$ cat config.mk
export PLATFORM = sky130hd
export DESIGN_NAME = pifr_top
export DESIGN_NICKNAME = d
export VERILOG_FILES = /design/src/core/pifr_pkg.sv /design/src/core/pifr_bus_if.sv /design/src/core/pifr_flag_bank.sv /design/src/core/pifr_top.sv
export SDC_FILE = /design/constraint.sdc
export NUM_CORES = 1
export LEC_CHECK = 0
export BUFFER_PORTS_ARGS = -buffer_cell sky130_fd_sc_hd__buf_2
export CAP_MARGIN = 20
export CELL_PAD_IN_SITES_DETAIL_PLACEMENT = 1
export CELL_PAD_IN_SITES_GLOBAL_PLACEMENT = 2
export CORE_MARGIN = 10
export CORE_UTILIZATION = 30
export DETAILED_ROUTE_END_ITERATION = 8
export HOLD_SLACK_MARGIN = 0.05
export PLACE_DENSITY = 0.85
export SYNTH_ARGS = -nofsm -noshare
export SYNTH_HDL_FRONTEND = slang
export SYNTH_HIERARCHICAL = 1
export SYNTH_SLANG_ARGS = --single-unit
$ cat constraint.sdc
create_clock -name i_ref_clk -period 1.1 [get_ports i_ref_clk]
set_input_delay 0.055 -clock i_ref_clk [delete_from_list [all_inputs] [get_ports i_ref_clk]]
set_output_delay 0.055 -clock i_ref_clk [all_outputs]
set_load 0.01 [all_outputs]
$ cat src/core/pifr_pkg.sv
// Package with offsets, field positions and reset values of the peripheral flag block.
package pifr_pkg;
  localparam int unsigned ADDR_W         = 4;
  localparam logic [3:0]  OFF_FLAGS_A    = 4'h0;
  localparam logic [3:0]  OFF_FLAGS_B    = 4'h1;
  localparam logic [3:0]  OFF_ENABLE_A   = 4'h2;
  localparam logic [3:0]  OFF_ENABLE_B   = 4'h3;
  localparam logic [3:0]  OFF_IRQ_CTRL   = 4'h4;
  localparam logic [3:0]  OFF_IRQ_STATUS = 4'h5;
  localparam logic [3:0]  OFF_IRQ_MASK   = 4'h6;
  localparam int unsigned BIT_T1_GATE    = 7;
  localparam int unsigned BIT_ADC_DONE   = 6;
  localparam int unsigned BIT_T2_MATCH   = 1;
  localparam int unsigned BIT_T1_OVF     = 0;
  localparam int unsigned BIT_NUM_OSC    = 2;
  localparam int unsigned BIT_GLOBAL_EN  = 7;
  localparam int unsigned BIT_PERIPH_EN  = 6;
  localparam logic [7:0]  IMPL_MASK_A    = 8'hc3;
  localparam logic [7:0]  IMPL_MASK_B    = 8'h04;
  localparam logic [7:0]  IMPL_MASK_CTRL = 8'hc0;
  localparam logic [7:0]  IMPL_MASK_STAT = 8'h01;
  localparam logic [7:0]  RST_REG        = 8'h00;
  localparam logic [7:0]  RST_RDATA      = 8'h00;
endpackage

$ cat src/core/pifr_bus_if.sv
// Interface that carries the register bus between the top and the flag bank.
interface pifr_bus_if;
  logic [3:0] addr;
  logic [7:0] wdata;
  logic       wr;
  modport master (output addr, output wdata, output wr);
  modport slave  (input addr, input wdata, input wr);
endinterface

$ cat src/core/pifr_flag_bank.sv
// One 8-bit flag register with hardware set and software write.
module pifr_flag_bank #(
  parameter logic [3:0] OFFSET = 4'h0,
  parameter logic [7:0] IMPL   = 8'hff
) (
  // Clock and reset
  input  wire logic       i_ref_clk,
  input  wire logic       i_rst_n,
  // Bus and events
  pifr_bus_if.slave       bus,
  input  wire logic [7:0] i_set,
  // State
  output logic      [7:0] o_flags
);
  logic [7:0] flags;
  logic [7:0] next_flags;

  always_comb begin
    next_flags = flags;
    if (bus.wr && bus.addr == OFFSET) begin
      next_flags = bus.wdata & IMPL;
    end
    // A set in the cycle of a software clear still wins.
    next_flags = next_flags | (i_set & IMPL);
  end

  always_ff @(posedge i_ref_clk or negedge i_rst_n) begin
    if (!i_rst_n) begin
      flags <= pifr_pkg::RST_REG;
    end else begin
      flags <= next_flags;
    end
  end

  assign o_flags = flags;
endmodule // pifr_flag_bank

$ cat src/core/pifr_top.sv
// Peripheral interrupt flag registers with enables and request qualification.
module pifr_top (
  // Clock and reset
  input  wire logic       i_ref_clk,
  input  wire logic       i_rst_n,
  // Register port
  input  wire logic [3:0] i_addr,
  input  wire logic [7:0] i_wdata,
  input  wire logic       i_wr,
  input  wire logic       i_rd,
  output logic      [7:0] o_rdata,
  // Peripheral events
  input  wire logic       i_t1_gate_event,
  input  wire logic       i_adc_done_event,
  input  wire logic       i_t2_period_match_event,
  input  wire logic       i_t1_overflow_event,
  input  wire logic       i_num_osc_overflow_event,
  // Interrupt outputs
  output logic            o_periph_irq_req,
  output logic            o_irq
);
  pifr_bus_if bus ();
  assign bus.addr  = i_addr;
  assign bus.wdata = i_wdata;
  assign bus.wr    = i_wr;

  logic [7:0] periph_irq_flags_a;
  logic [7:0] periph_irq_flags_b;
  logic [7:0] set_a;
  logic [7:0] set_b;
  logic [7:0] enable_a;
  logic [7:0] enable_b;
  logic [7:0] irq_control_reg;
  logic [7:0] irq_status;
  logic [7:0] irq_mask;
  logic [7:0] rdata;
  logic [7:0] next_enable_a;
  logic [7:0] next_enable_b;
  logic [7:0] next_irq_control_reg;
  logic [7:0] next_irq_status;
  logic [7:0] next_irq_mask;
  logic [7:0] next_rdata;
  logic       req;
  logic       req_q;
  logic       next_req_q;

  always_comb begin
    set_a = 8'h00;
    set_a[pifr_pkg::BIT_T1_GATE]  = i_t1_gate_event;
    set_a[pifr_pkg::BIT_ADC_DONE] = i_adc_done_event;
    set_a[pifr_pkg::BIT_T2_MATCH] = i_t2_period_match_event;
    set_a[pifr_pkg::BIT_T1_OVF]   = i_t1_overflow_event;
    set_b = 8'h00;
    set_b[pifr_pkg::BIT_NUM_OSC]  = i_num_osc_overflow_event;
  end

  pifr_flag_bank #(
    .OFFSET (pifr_pkg::OFF_FLAGS_A),
    .IMPL   (pifr_pkg::IMPL_MASK_A)
  ) u_flags_a (
    .i_ref_clk (i_ref_clk),
    .i_rst_n   (i_rst_n),
    .bus       (bus),
    .i_set     (set_a),
    .o_flags   (periph_irq_flags_a)
  );

  pifr_flag_bank #(
    .OFFSET (pifr_pkg::OFF_FLAGS_B),
    .IMPL   (pifr_pkg::IMPL_MASK_B)
  ) u_flags_b (
    .i_ref_clk (i_ref_clk),
    .i_rst_n   (i_rst_n),
    .bus       (bus),
    .i_set     (set_b),
    .o_flags   (periph_irq_flags_b)
  );

  // The request is combinational on registered state, so it moves at the same edge as a flag.
  always_comb begin
    req = (|(periph_irq_flags_a & enable_a)) | (|(periph_irq_flags_b & enable_b));
    req = req & irq_control_reg[pifr_pkg::BIT_PERIPH_EN]
              & irq_control_reg[pifr_pkg::BIT_GLOBAL_EN];
  end

  // Decoding of one strobe against one register index, shared by the enable, control, mask and status registers.
  function automatic logic reg_hit(
    input logic       strobe,
    input logic [3:0] addr,
    input logic [3:0] offset
  );
    return strobe && (addr == offset);
  endfunction

  // Only implemented positions ever hold a one, so unused bits always read zero.
  function automatic logic [7:0] impl_bits(
    input logic [7:0] data,
    input logic [7:0] impl
  );
    return data & impl;
  endfunction

  always_comb begin
    next_enable_a = enable_a;
    if (reg_hit(i_wr, i_addr, pifr_pkg::OFF_ENABLE_A)) begin
      next_enable_a = impl_bits(i_wdata, pifr_pkg::IMPL_MASK_A);
    end
  end

  always_ff @(posedge i_ref_clk or negedge i_rst_n) begin
    if (!i_rst_n) begin
      enable_a <= pifr_pkg::RST_REG;
    end else begin
      enable_a <= next_enable_a;
    end
  end

  always_comb begin
    next_enable_b = enable_b;
    if (reg_hit(i_wr, i_addr, pifr_pkg::OFF_ENABLE_B)) begin
      next_enable_b = impl_bits(i_wdata, pifr_pkg::IMPL_MASK_B);
    end
  end

  always_ff @(posedge i_ref_clk or negedge i_rst_n) begin
    if (!i_rst_n) begin
      enable_b <= pifr_pkg::RST_REG;
    end else begin
      enable_b <= next_enable_b;
    end
  end

  // The two control bits gate the request as a whole, whatever the flags say.
  always_comb begin
    next_irq_control_reg = irq_control_reg;
    if (reg_hit(i_wr, i_addr, pifr_pkg::OFF_IRQ_CTRL)) begin
      next_irq_control_reg = impl_bits(i_wdata, pifr_pkg::IMPL_MASK_CTRL);
    end
  end

  always_ff @(posedge i_ref_clk or negedge i_rst_n) begin
    if (!i_rst_n) begin
      irq_control_reg <= pifr_pkg::RST_REG;
    end else begin
      irq_control_reg <= next_irq_control_reg;
    end
  end

  always_comb begin
    next_irq_mask = irq_mask;
    if (reg_hit(i_wr, i_addr, pifr_pkg::OFF_IRQ_MASK)) begin
      next_irq_mask = impl_bits(i_wdata, pifr_pkg::IMPL_MASK_STAT);
    end
  end

  always_ff @(posedge i_ref_clk or negedge i_rst_n) begin
    if (!i_rst_n) begin
      irq_mask <= pifr_pkg::RST_REG;
    end else begin
      irq_mask <= next_irq_mask;
    end
  end

  always_comb begin
    next_irq_status = irq_status;
    next_req_q      = req;
    if (reg_hit(i_rd, i_addr, pifr_pkg::OFF_IRQ_STATUS)) begin
      next_irq_status = pifr_pkg::RST_REG;
    end
    // A rising request sets the sticky status and beats a read clear in the same cycle.
    if (req && !req_q) begin
      next_irq_status[0] = 1'b1;
    end
  end

  always_ff @(posedge i_ref_clk or negedge i_rst_n) begin
    if (!i_rst_n) begin
      irq_status <= pifr_pkg::RST_REG;
      req_q      <= 1'b0;
    end else begin
      irq_status <= next_irq_status;
      req_q      <= next_req_q;
    end
  end

  // Read data stands in the cycle after each cycle of i_rd and is zero otherwise, which keeps a shared bus quiet.
  always_comb begin
    next_rdata = pifr_pkg::RST_RDATA;
    if (i_rd) begin
      unique case (i_addr)
        pifr_pkg::OFF_FLAGS_A:    next_rdata = periph_irq_flags_a;
        pifr_pkg::OFF_FLAGS_B:    next_rdata = periph_irq_flags_b;
        pifr_pkg::OFF_ENABLE_A:   next_rdata = enable_a;
        pifr_pkg::OFF_ENABLE_B:   next_rdata = enable_b;
        pifr_pkg::OFF_IRQ_CTRL:   next_rdata = irq_control_reg;
        pifr_pkg::OFF_IRQ_STATUS: next_rdata = irq_status;
        pifr_pkg::OFF_IRQ_MASK:   next_rdata = irq_mask;
        default:                  next_rdata = pifr_pkg::RST_RDATA;
      endcase
    end
  end

  always_ff @(posedge i_ref_clk or negedge i_rst_n) begin
    if (!i_rst_n) begin
      rdata <= pifr_pkg::RST_RDATA;
    end else begin
      rdata <= next_rdata;
    end
  end

  assign o_rdata          = rdata;
  assign o_periph_irq_req = req;
  assign o_irq            = |(irq_status & irq_mask);
endmodule // pifr_top

; ---- Word-level counts from Yosys, hierarchy flattened
; Cells that the tools add are included.
[op_classes]
n_bitwise = 8
mux = 6
n_eq_ne = 6
n_reduce_logical = 14
[ops]
columns = cell, count
row1 = case mux 8 bit (7 select lines), 1
row2 = 2-to-1 mux 8 bit, 3
row3 = OR reduction 8 bit, 3
row4 = equality test 4 x 3 -> 1 bit (second input constant), 3
row5 = AND 8 x 3 -> 8 bit, 1
row6 = AND 8 bit, 1
row7 = equality test 4 x 2 -> 1 bit (second input constant), 2
row8 = logical AND 1 bit, 8
row9 = OR 8 x 3 -> 8 bit, 1
row10 = OR 8 bit, 1
row11 = equality test 4 x 1 -> 1 bit (second input constant), 1
row12 = zero test 4 bit, 1
row13 = AND 1 bit, 3
row14 = 2-to-1 mux 1 bit, 2
row15 = nonzero test 2 bit, 1
row16 = zero test 1 bit, 1
row17 = OR 1 bit, 1
[word_totals]
register_bits = 34
word_cells = 43

; ---- Longest topological paths before layout
; Gate-level depths: netlist of run 1.
[logic_depth]
ltp_word = 7
mapped_depth = 5
depth_no_buf = 3

; ---- Hierarchy
; The synthesis of run 1 kept the hierarchy.
[modules_own_cells]
columns = module, instances, area_each_um2, cells_each, seq_area_each_um2
row1 = pifr_top, 1, 955.9, 87, 450.4
row2 = pifr_flag_bank at u_flags_a, 1, 226.5, 19, 100.1
row3 = pifr_flag_bank at u_flags_b, 1, 113.9, 12, 25.0

; ---- Worst setup path after synthesis of run 1
; OpenSTA, ideal clock, no wires.
[synth_path]
kind = reg-to-reg
startpoint = register u_flags_b.flags[2] (netlist: u_flags_b/o_flags[2])
endpoint = register irq_status[0]
arrival_time_ps = 1098
stages_incl_launch_ff = 4
path_slack_ps = -119
synth_period_minus_slack_ps = 1219
path_cell_list = dfrtp_1 a222oi_1 a21oi_1 a22o_1
[synth_via]
elab_chain_cells = 7
[synth_rtl]
columns = item, line
row1 = "start, declared", pifr_flag_bank.sv:15  ; logic [7:0] flags;
row2 = "start signal, assigned", pifr_flag_bank.sv:29  ; flags <= pifr_pkg::RST_REG;
row3 = "start signal, assigned", pifr_flag_bank.sv:31  ; flags <= next_flags;
row4 = AND 8 x 3 -> 8 bit *, pifr_top.sv:81  ; req = (|(periph_irq_flags_a & enable_a)) | (|(periph_irq_flags_b & enable_b));
row5 = OR reduction 8 bit *, pifr_top.sv:81
row6 = OR 1 bit *, pifr_top.sv:81
row7 = AND 1 bit *, pifr_top.sv:82  ; req = req & irq_control_reg[pifr_pkg::BIT_PERIPH_EN]
row8 = AND 1 bit *, pifr_top.sv:83  ; & irq_control_reg[pifr_pkg::BIT_GLOBAL_EN];
row9 = named net o_periph_irq_req, pifr_top.sv:19  ; output logic o_periph_irq_req,
row10 = logical AND 1 bit *, pifr_top.sv:171  ; if (req && !req_q) begin
row11 = 2-to-1 mux 1 bit / nonzero test 2 bit (equally long branches), n/a
row12 = "end signal, assigned", pifr_top.sv:178  ; irq_status <= pifr_pkg::RST_REG;
row13 = "end signal, assigned", pifr_top.sv:181  ; irq_status <= next_irq_status;
row14 = "end, declared", pifr_top.sv:34  ; logic [7:0] irq_status;
; Mark *: on every way through the listed nets, which the timed path passes. The rest lies on a longest branch.
; A chain may end at the register's enable or synchronous reset.

; ---- Final worst setup path of run 1
[layout_path]
startpoint = register enable_b[2]
endpoint = output o_periph_irq_req
[layout_via]
elab_chain_cells = 5
[layout_rtl]
columns = item, line
row1 = "start, declared", pifr_top.sv:32  ; logic [7:0] enable_b;
row2 = "start signal, assigned", pifr_top.sv:127  ; enable_b <= pifr_pkg::RST_REG;
row3 = "start signal, assigned", pifr_top.sv:129  ; enable_b <= next_enable_b;
row4 = AND 8 x 3 -> 8 bit, pifr_top.sv:81
row5 = OR reduction 8 bit, pifr_top.sv:81
row6 = OR 1 bit, pifr_top.sv:81
row7 = AND 1 bit, pifr_top.sv:82
row8 = AND 1 bit, pifr_top.sv:83
row9 = "end, declared", pifr_top.sv:19
; No other way between the ends.

==> results of run 1 <==
[timing repair]
item,CTS,global route
pin swaps,4,1
hold buffers,5,0
endpoints found under the setup margin,4,5
hold endpoints to repair,27,0
gates resized for setup,3,3
setup buffers,2,0
[through the flow]
stage,power (mW),setup slack (ns)
after detailed placement,1.553,-0.1448
after global routing,2.241,-0.3650
after CTS,2.131,-0.2919
after global placement,1.522,-0.09985
after floorplan,1.305,-0.1018
final,2.121,-0.2879
[critical path, delay by kind of cell (launching register included)]
kind	cells	cell delay, ns
AO/OA/AOI/OAI	2	0.50
flip-flops	1	0.40
buffers and inverters	1	0.16
[cell type report]
class	count	area [µm²]
fillers	462	2354
flip-flops and latches	23	575.6
multi-input cells	86	653.1
inverters	1	3.754
clock buffers	4	45.04
well taps	50	62.56
repair buffers	57	392.9
[layer usage]
layer	share of wire, %	routed length, µm	vias to the layer above	GRT usage, %
met5	0	0	-	0
met4	1.5	56	0	4.042
met3	4.7	179	5	2.271
met2	53	1993	22	19.01
met1	41	1562	548	11.54
li1	-	-	509	-
[power by group]
group,switching [mW],internal (mW)
Combinational,0.251,0.319
Clock,0.268,0.259
Sequential,0.0767,0.947
Total,0.596,1.52
[worst max-delay path by stage]
| stage | start | slack [ns] | cells past startpoint | to |
|---|---|---|---|---|
| after floorplan | enable_b[2] | -0.10 | 3 | irq_status[0] |
| after global placement | enable_b[2] | -0.1 | 3 | irq_status[0] |
| after detailed placement | enable_b[2] | -0.14 | 3 | irq_status[0] |
| after CTS | u_flags_b/o_flags[2] | -0.29 | 3 | o_periph_irq_req |
| after global routing | enable_b[2] | -0.37 | 3 | o_periph_irq_req |
| final | enable_b[2] | -0.29 | 3 | o_periph_irq_req |
==> results.yml, run 1 <==
outcome:
  status: "finished with violations"
  violations: "negative setup slack"
clocking:
  htreeDepth: 1
  cts-root-buf: "clkbuf_8"
  clk-insertion-delay-late_ns: 0.27
  clk_pin_slew_worst_paths_ns: 0.08
  clock-sinks: 23
  cts.path.max_buffers: 2
  cts_buffers: 3
  cts_tree: "yes"
setup_path:
  arrival_ns: 1.33
  r2r-start: "enable_b[2]"
  slowest_delay_ns: 0.40
  critical_path_peak_fanout: 2
  reg2reg_slack_ns: -0.28
  cp-end-kind: "output port"
  worst-r2r-cell-count: 4
  cp-start-kind: "flip-flop"
  crit_type: "flip-flop to output port"
  slowest_stage: "dfrtp_1"
  path_cells: "a222oi_1, a21oi_2, buf_2"
  rr_endpoint: "irq_status[0]"
  worstPathRequired_ns: 1.04
finish:
  stdcell_area_um2: 1733
  mostFrequentLayoutCells: "buf_2 (27), dfrtp_1 (23), buf_4 (22)"
  final_nets: 193
  largest_register_ffs: 8
  area_growth_pct: 34.08
  final_core_util_pct: 42.41
  drive_above_1_share_pct: 42.11
  diodes: 0
  stdcell_count: 221
  final_common_cell: "buf_2"
floorplanning:
  die_area_um2: 7333
  die_h_um: 85.64
  rows: 23
  ioPinCount: 31
  core_area_um2: 4086
  die_w_um: 85.64
  start_util_pct: 31.63
sta:
  tns_ns: -0.7349
  fin_ws_ns: -0.2879
  slew_headroom_pct: 65.45
  clock_skew_ns: 0.002867
  final_max_slew_viol_count: 0
  fmax_mhz: 720.5
  hold_slack_ns: 0.07704
  worst-slew-pin-transition_ns: 0.5183
  finalHoldViolations: 0
  fin_crit_ns: 1.388
  timing.final.crit_share_pct: 126.2
  setup_violations: 4
  grt_setup_unrepaired: "yes"
global_routing:
  grt_pass1_vias: 1187
  antenna_found_initial: 0
  grt_max_degree: 24
  grt_pass1_wl_mm: 6.106
  gr-total-overflow: 0
  grtUsageTotal_pct: 10.47
synthesis:
  yosysWarnings: 6
  syn_area_per_cell_um2: 11.05
  synthCells: 117
  synth_area_um2: 1292
drt:
  totalWireLength_mm: 3.792
  post-route-drc-count: 0
  wl_per_cell_um: 17.16
  first_pass_iters: 4
  ant_nets: 0
  vias: 1084
  viasPerCell: 4.905
  drtIter0Drc: 59
placed_design:
  dp_hpwl_mm: 3.002
  placed_cell_area_um2: 1600
  dp_cells: 210
  globalplace.congestion: 0.7960
  portBuffers: 27
hold_path:
  hp-start: "i_rd"
  min-delay-path-class: "input port to flip-flop"
  holdPathStages: 3
  worstHoldEndpoint: "o_rdata[1]"
flow_run:
  maxCapViolations: 0
power:
  p_leak_nw: 0.8242
  max-vdd-ir-drop_v: 0.0004228
  cellPowerDensity_nw_per_um2: 1224
Power figures use the tool's default switching activity.
==> inputs of run 2 (changes only) <==
Settings changed: MAX_ROUTING_LAYER set to met4.
==> run 2 against run 1 <==
The flow still finishes with violations (negative setup slack); via count shrank 0.92%; utilization is the same; power is essentially flat.
==> results.yml, run 2 (synthesized netlist as in run 1, its figures left out) <==
setup_path:
  arrival_ns: 1.33
  r2r-start: "enable_b[2]"
  rr_endpoint: "irq_status[0]"
  cp-start-kind: "flip-flop"
  slowest_stage: "dfrtp_1"
  path_cells: "a222oi_1, a21oi_2, buf_2"
  crit_type: "flip-flop to output port"
  worstPathRequired_ns: 1.04
  cp-end-kind: "output port"
  worst-r2r-cell-count: 4
  critical_path_peak_fanout: 2
  reg2reg_slack_ns: -0.27
  slowest_delay_ns: 0.40
sta:
  grt_setup_unrepaired: "yes"
  slew_headroom_pct: 65.62
  hold_slack_ns: 0.07773
  timing.final.crit_share_pct: 125.6
  setup_violations: 4
  clock_skew_ns: 0.002291
  fin_crit_ns: 1.381
  worst-slew-pin-transition_ns: 0.5157
  fmax_mhz: 724.1
  final_max_slew_viol_count: 0
  fin_ws_ns: -0.2811
  finalHoldViolations: 0
hold_path:
  hp-start: "i_rd"
  worstHoldEndpoint: "o_rdata[1]"
  min-delay-path-class: "input port to flip-flop"
  holdPathStages: 3
floorplanning:
  rows: 23
  die_area_um2: 7333
  ioPinCount: 31
  die_h_um: 85.64
  core_area_um2: 4086
  start_util_pct: 31.63
  die_w_um: 85.64
clocking:
  cts.path.max_buffers: 2
  cts_tree: "yes"
  clock-sinks: 23
  cts_buffers: 3
  clk_pin_slew_worst_paths_ns: 0.08
  cts-root-buf: "clkbuf_8"
  htreeDepth: 1
  clk-insertion-delay-late_ns: 0.27
drt:
  first_pass_iters: 4
  totalWireLength_mm: 3.790
  vias: 1074
  wl_per_cell_um: 17.15
  ant_nets: 0
  viasPerCell: 4.860
  drtIter0Drc: 57
  post-route-drc-count: 0
finish:
  final_nets: 193
  final_core_util_pct: 42.41
  diodes: 0
  final_common_cell: "buf_2"
  area_growth_pct: 34.08
  mostFrequentLayoutCells: "buf_2 (27), dfrtp_1 (23), buf_4 (22)"
  largest_register_ffs: 8
  drive_above_1_share_pct: 42.11
global_routing:
  antenna_found_initial: 0
  grtUsageTotal_pct: 10.81
  grt_pass1_wl_mm: 6.127
  gr-total-overflow: 0
  grt_max_degree: 24
  grt_pass1_vias: 1184
placed_design:
  globalplace.congestion: 0.8073
  dp_hpwl_mm: 3.002
  post-place-ws_ns: -0.1448
  portBuffers: 27
flow_run:
  maxCapViolations: 0
power:
  cellPowerDensity_nw_per_um2: 1223
  p_leak_nw: 0.8242
  max-vdd-ir-drop_v: 0.0004205
outcome:
  status: "finished with violations"
  violations: "negative setup slack"
-- run 2: repair_timing --
item | in CTS | in global routing
endpoints found under the hold margin | 27 | 0
pin swaps | 4 | 1
setup buffers | 2 | 0
hold buffers | 5 | 0
setup endpoints to repair | 4 | 5
resized for setup | 3 | 3
-- run 2: cell type report --
class / instances / area, µm²
multi-input combinational: 86 / 653.1
timing repair buffer: 57 / 392.9
fill: 462 / 2354
sequential: 23 / 575.6
tap: 50 / 62.56
inverter: 1 / 3.754
clock buffer: 4 / 45.04
-- run 2: report_power, final --
| part | switching, mW | total (mW) | internal, mW |
|---|---|---|---|
| logic | 0.251 | 0.570 | 0.319 |
| registers | 0.0748 | 1.02 | 0.947 |
| clock network | 0.269 | 0.527 | 0.259 |
-- run 2: metal layers --
layer	vias up	GRT usage (%)	share of wire [%]
li1	510	-	-
met1	540	11.81	43
met2	19	19.01	52
met3	5	1.987	3.1
met4	0	4.042	1.6
met5	-	-	0
-- run 2: per-stage QoR --
stage               setup TNS (ns)  total power, mW  instance area (µm²)  cells
floorplan                  -0.1018            1.305                 1330    126
global route               -0.9931            2.241                 1733    221
global placement           -0.2251            1.522                 1600    210
detailed placement         -0.6458            1.553                 1600    210
finish                     -0.7151            2.119                 1733    221
CTS                        -0.7478            2.131                 1723    221
-- run 2: worst max-delay path by stage --
stage                     slack [ns]               end                 start  cells after the start
after floorplan                -0.10     irq_status[0]           enable_b[2]                      3
after detailed placement       -0.14     irq_status[0]           enable_b[2]                      3
after global placement          -0.1     irq_status[0]           enable_b[2]                      3
after CTS                      -0.29  o_periph_irq_req  u_flags_b/o_flags[2]                      3
after global routing           -0.37  o_periph_irq_req           enable_b[2]                      3
final                          -0.28  o_periph_irq_req           enable_b[2]                      3
-- run 2: worst max-delay path: cells and delay by family (launching register included) --
kind,cells,cell delay (ns)
compound gates,2,0.50
buf+inv,1,0.16
flops,1,0.40
==> inputs of run 3 (changes only) <==
Settings changed: SKIP_LAST_GASP set to 1.
==> run 3 against run 2 <==
The flow still finishes with violations (negative setup slack); register-to-register slack about the same; first-iteration DRC count decreased by 3.5%; clock power increased by 2%; utilization decreased by 0.092 points; non-clock buffer count unchanged; via count increased by 0.84%; wire length increased by 1.3%; clock skew about the same; cell count unchanged; die area unchanged; power increased by 0.62%; critical path type unchanged; largest power group unchanged; highest routed layer unchanged.
==> results.yml, run 3 (synthesized netlist as in run 1, its figures left out) <==
floorplanning:
  die_area_um2: 7333
  die_w_um: 85.64
  core_area_um2: 4086
  rows: 23
  ioPinCount: 31
  die_h_um: 85.64
  start_util_pct: 31.63
drt:
  vias: 1083
  drtIter0Drc: 55
  wl_per_cell_um: 17.37
  totalWireLength_mm: 3.838
  ant_nets: 0
  post-route-drc-count: 0
  first_pass_iters: 4
  viasPerCell: 4.900
power:
  pwr-share-comb_pct: 26.8
  power.switching_uw: 607.8
  cellPowerDensity_nw_per_um2: 1233
  p_seq_share_pct: 48.1
  p_clk_share_pct: 25.1
  p_leak_nw: 0.8224
  max-vdd-ir-drop_v: 0.0004262
  p_int_mw: 1.524
  switching_share_pct: 28.50
hold_path:
  min-delay-path-class: "input port to flip-flop"
sta:
  fmax_mhz: 719.3
  setup_violations: 4
  finalHoldViolations: 0
  clock_skew_ns: 0.002606
  fin_crit_ns: 1.390
  grt_setup_unrepaired: "yes"
  final_max_slew_viol_count: 0
  slew_headroom_pct: 65.76
  fin_ws_ns: -0.2903
  worst-slew-pin-transition_ns: 0.5136
  timing.final.crit_share_pct: 126.4
setup_path:
  slowest_stage: "dfrtp_1"
  critical_path_peak_fanout: 2
  path_cells: "a222oi_1, a21oi_2, buf_2"
  slowest_delay_ns: 0.41
  cp_top_family: "compound AO/OA/AOI/OAI gates"
  crit_type: "flip-flop to output port"
  cp-end-kind: "output port"
  reg2reg_slack_ns: -0.28
  arrival_ns: 1.34
  worstPathRequired_ns: 1.04
  path_buf_inv: 1
  cp-start-kind: "flip-flop"
global_routing:
  antenna_found_initial: 0
  gr-total-overflow: 0
  grt_pass1_wl_mm: 6.113
  grtUsageTotal_pct: 10.77
  grt_max_degree: 24
  grt_pass1_vias: 1198
placed_design:
  placed_cell_area_um2: 1600
  globalplace.congestion: 0.8073
  dp_hpwl_mm: 3.002
  portBuffers: 27
  post-place-ws_ns: -0.1448
clocking:
  clock-sinks: 23
  cts.path.max_buffers: 2
  cts_buffers: 3
  htreeDepth: 1
  cts_tree: "yes"
  cts-root-buf: "clkbuf_8"
  clk_pin_slew_worst_paths_ns: 0.08
  clk-insertion-delay-late_ns: 0.27
outcome:
  status: "finished with violations"
  violations: "negative setup slack"
finish:
  final_nets: 193
  final_common_cell: "buf_2"
  drive_above_1_share_pct: 42.11
  largest_register_ffs: 8
  fillers: 461
  final_core_util_pct: 42.31
  stdcell_area_um2: 1729
  diodes: 0
  mostFrequentLayoutCells: "buf_2 (27), dfrtp_1 (23), buf_4 (23)"
  area_growth_pct: 33.79
flow_run:
  maxCapViolations: 0
[run 3: cell counts in the layout (fill, tap and decap cells not counted)]
No cell type changed its count.
[run 3: cell type report]
class | count | area [µm²] | share of cell area [%]
sequential | 23 | 575.6 | 33.29
tap | 50 | 62.56 | 3.618
timing repair buffer | 57 | 389.1 | 22.50
multi-input combinational | 86 | 653.1 | 37.77
clock buffer | 4 | 45.04 | 2.605
inverter | 1 | 3.754 | 0.2171
[run 3: what timing repair did]
item / in CTS / in global routing
buffers inserted: 2 / 0
cloned: 0 / 0
gates resized for setup: 2 / 3
hold buffers: 5 / 0
hold endpoints to repair: 27 / 0
setup endpoints to repair: 4 / 5
pin swaps: 4 / 1
[run 3: final timing paths]
path                                 startpoint                    to  depth (start not counted)
max reg2reg                         enable_b[2]         irq_status[0]                          4
max                                 enable_b[2]      o_periph_irq_req                          3
min in group asynchronous               i_rst_n            o_rdata[6]                          2
min                                        i_rd            o_rdata[1]                          3
min reg2reg                u_flags_a/o_flags[1]  u_flags_a/o_flags[1]                          1
max in group asynchronous               i_rst_n            o_rdata[1]                          2
[run 3: worst reg2reg max path: cells and delay by family, from the launching register on]
kind                   cells  cell delay (ns)
DFF                        1             0.41
AOI/OAI and AO/OA          3             0.71
buffers and inverters      1             0.16
[run 3: layer usage]
metal / GRT usage, % / vias to the layer above / wire length [µm] / part of all wire, %
li1: - / 511 / - / -
met1: 11.70 / 539 / 1640 / 43
met2: 19.01 / 28 / 1986 / 52
met3: 1.987 / 5 / 150 / 3.9
met4: 4.042 / 0 / 61 / 1.6
met5: - / - / 0 / 0
[run 3: through the flow]
step	std cells	hold slack [ns]	TNS (ns)	power [mW]
2_1_floorplan	126	-0.2406	-0.1018	1.305
3_3_place_gp	210	0.05342	-0.2251	1.522
3_5_place_dp	210	0.06128	-0.6458	1.553
4_1_cts	221	0.06558	-0.7595	2.126
5_1_grt	221	0.08533	-1.056	2.245
6_report	221	0.07506	-0.7566	2.132
[run 3: power groups by stage]
stage / clock network, mW / registers (mW) / logic, mW
global placement: 0 / 1.03 / 0.496
global route: 0.584 / 1.04 / 0.624
CTS: 0.541 / 1.02 / 0.562
floorplan: 0 / 1.02 / 0.290
finish: 0.536 / 1.03 / 0.571
detailed placement: 0 / 1.04 / 0.515
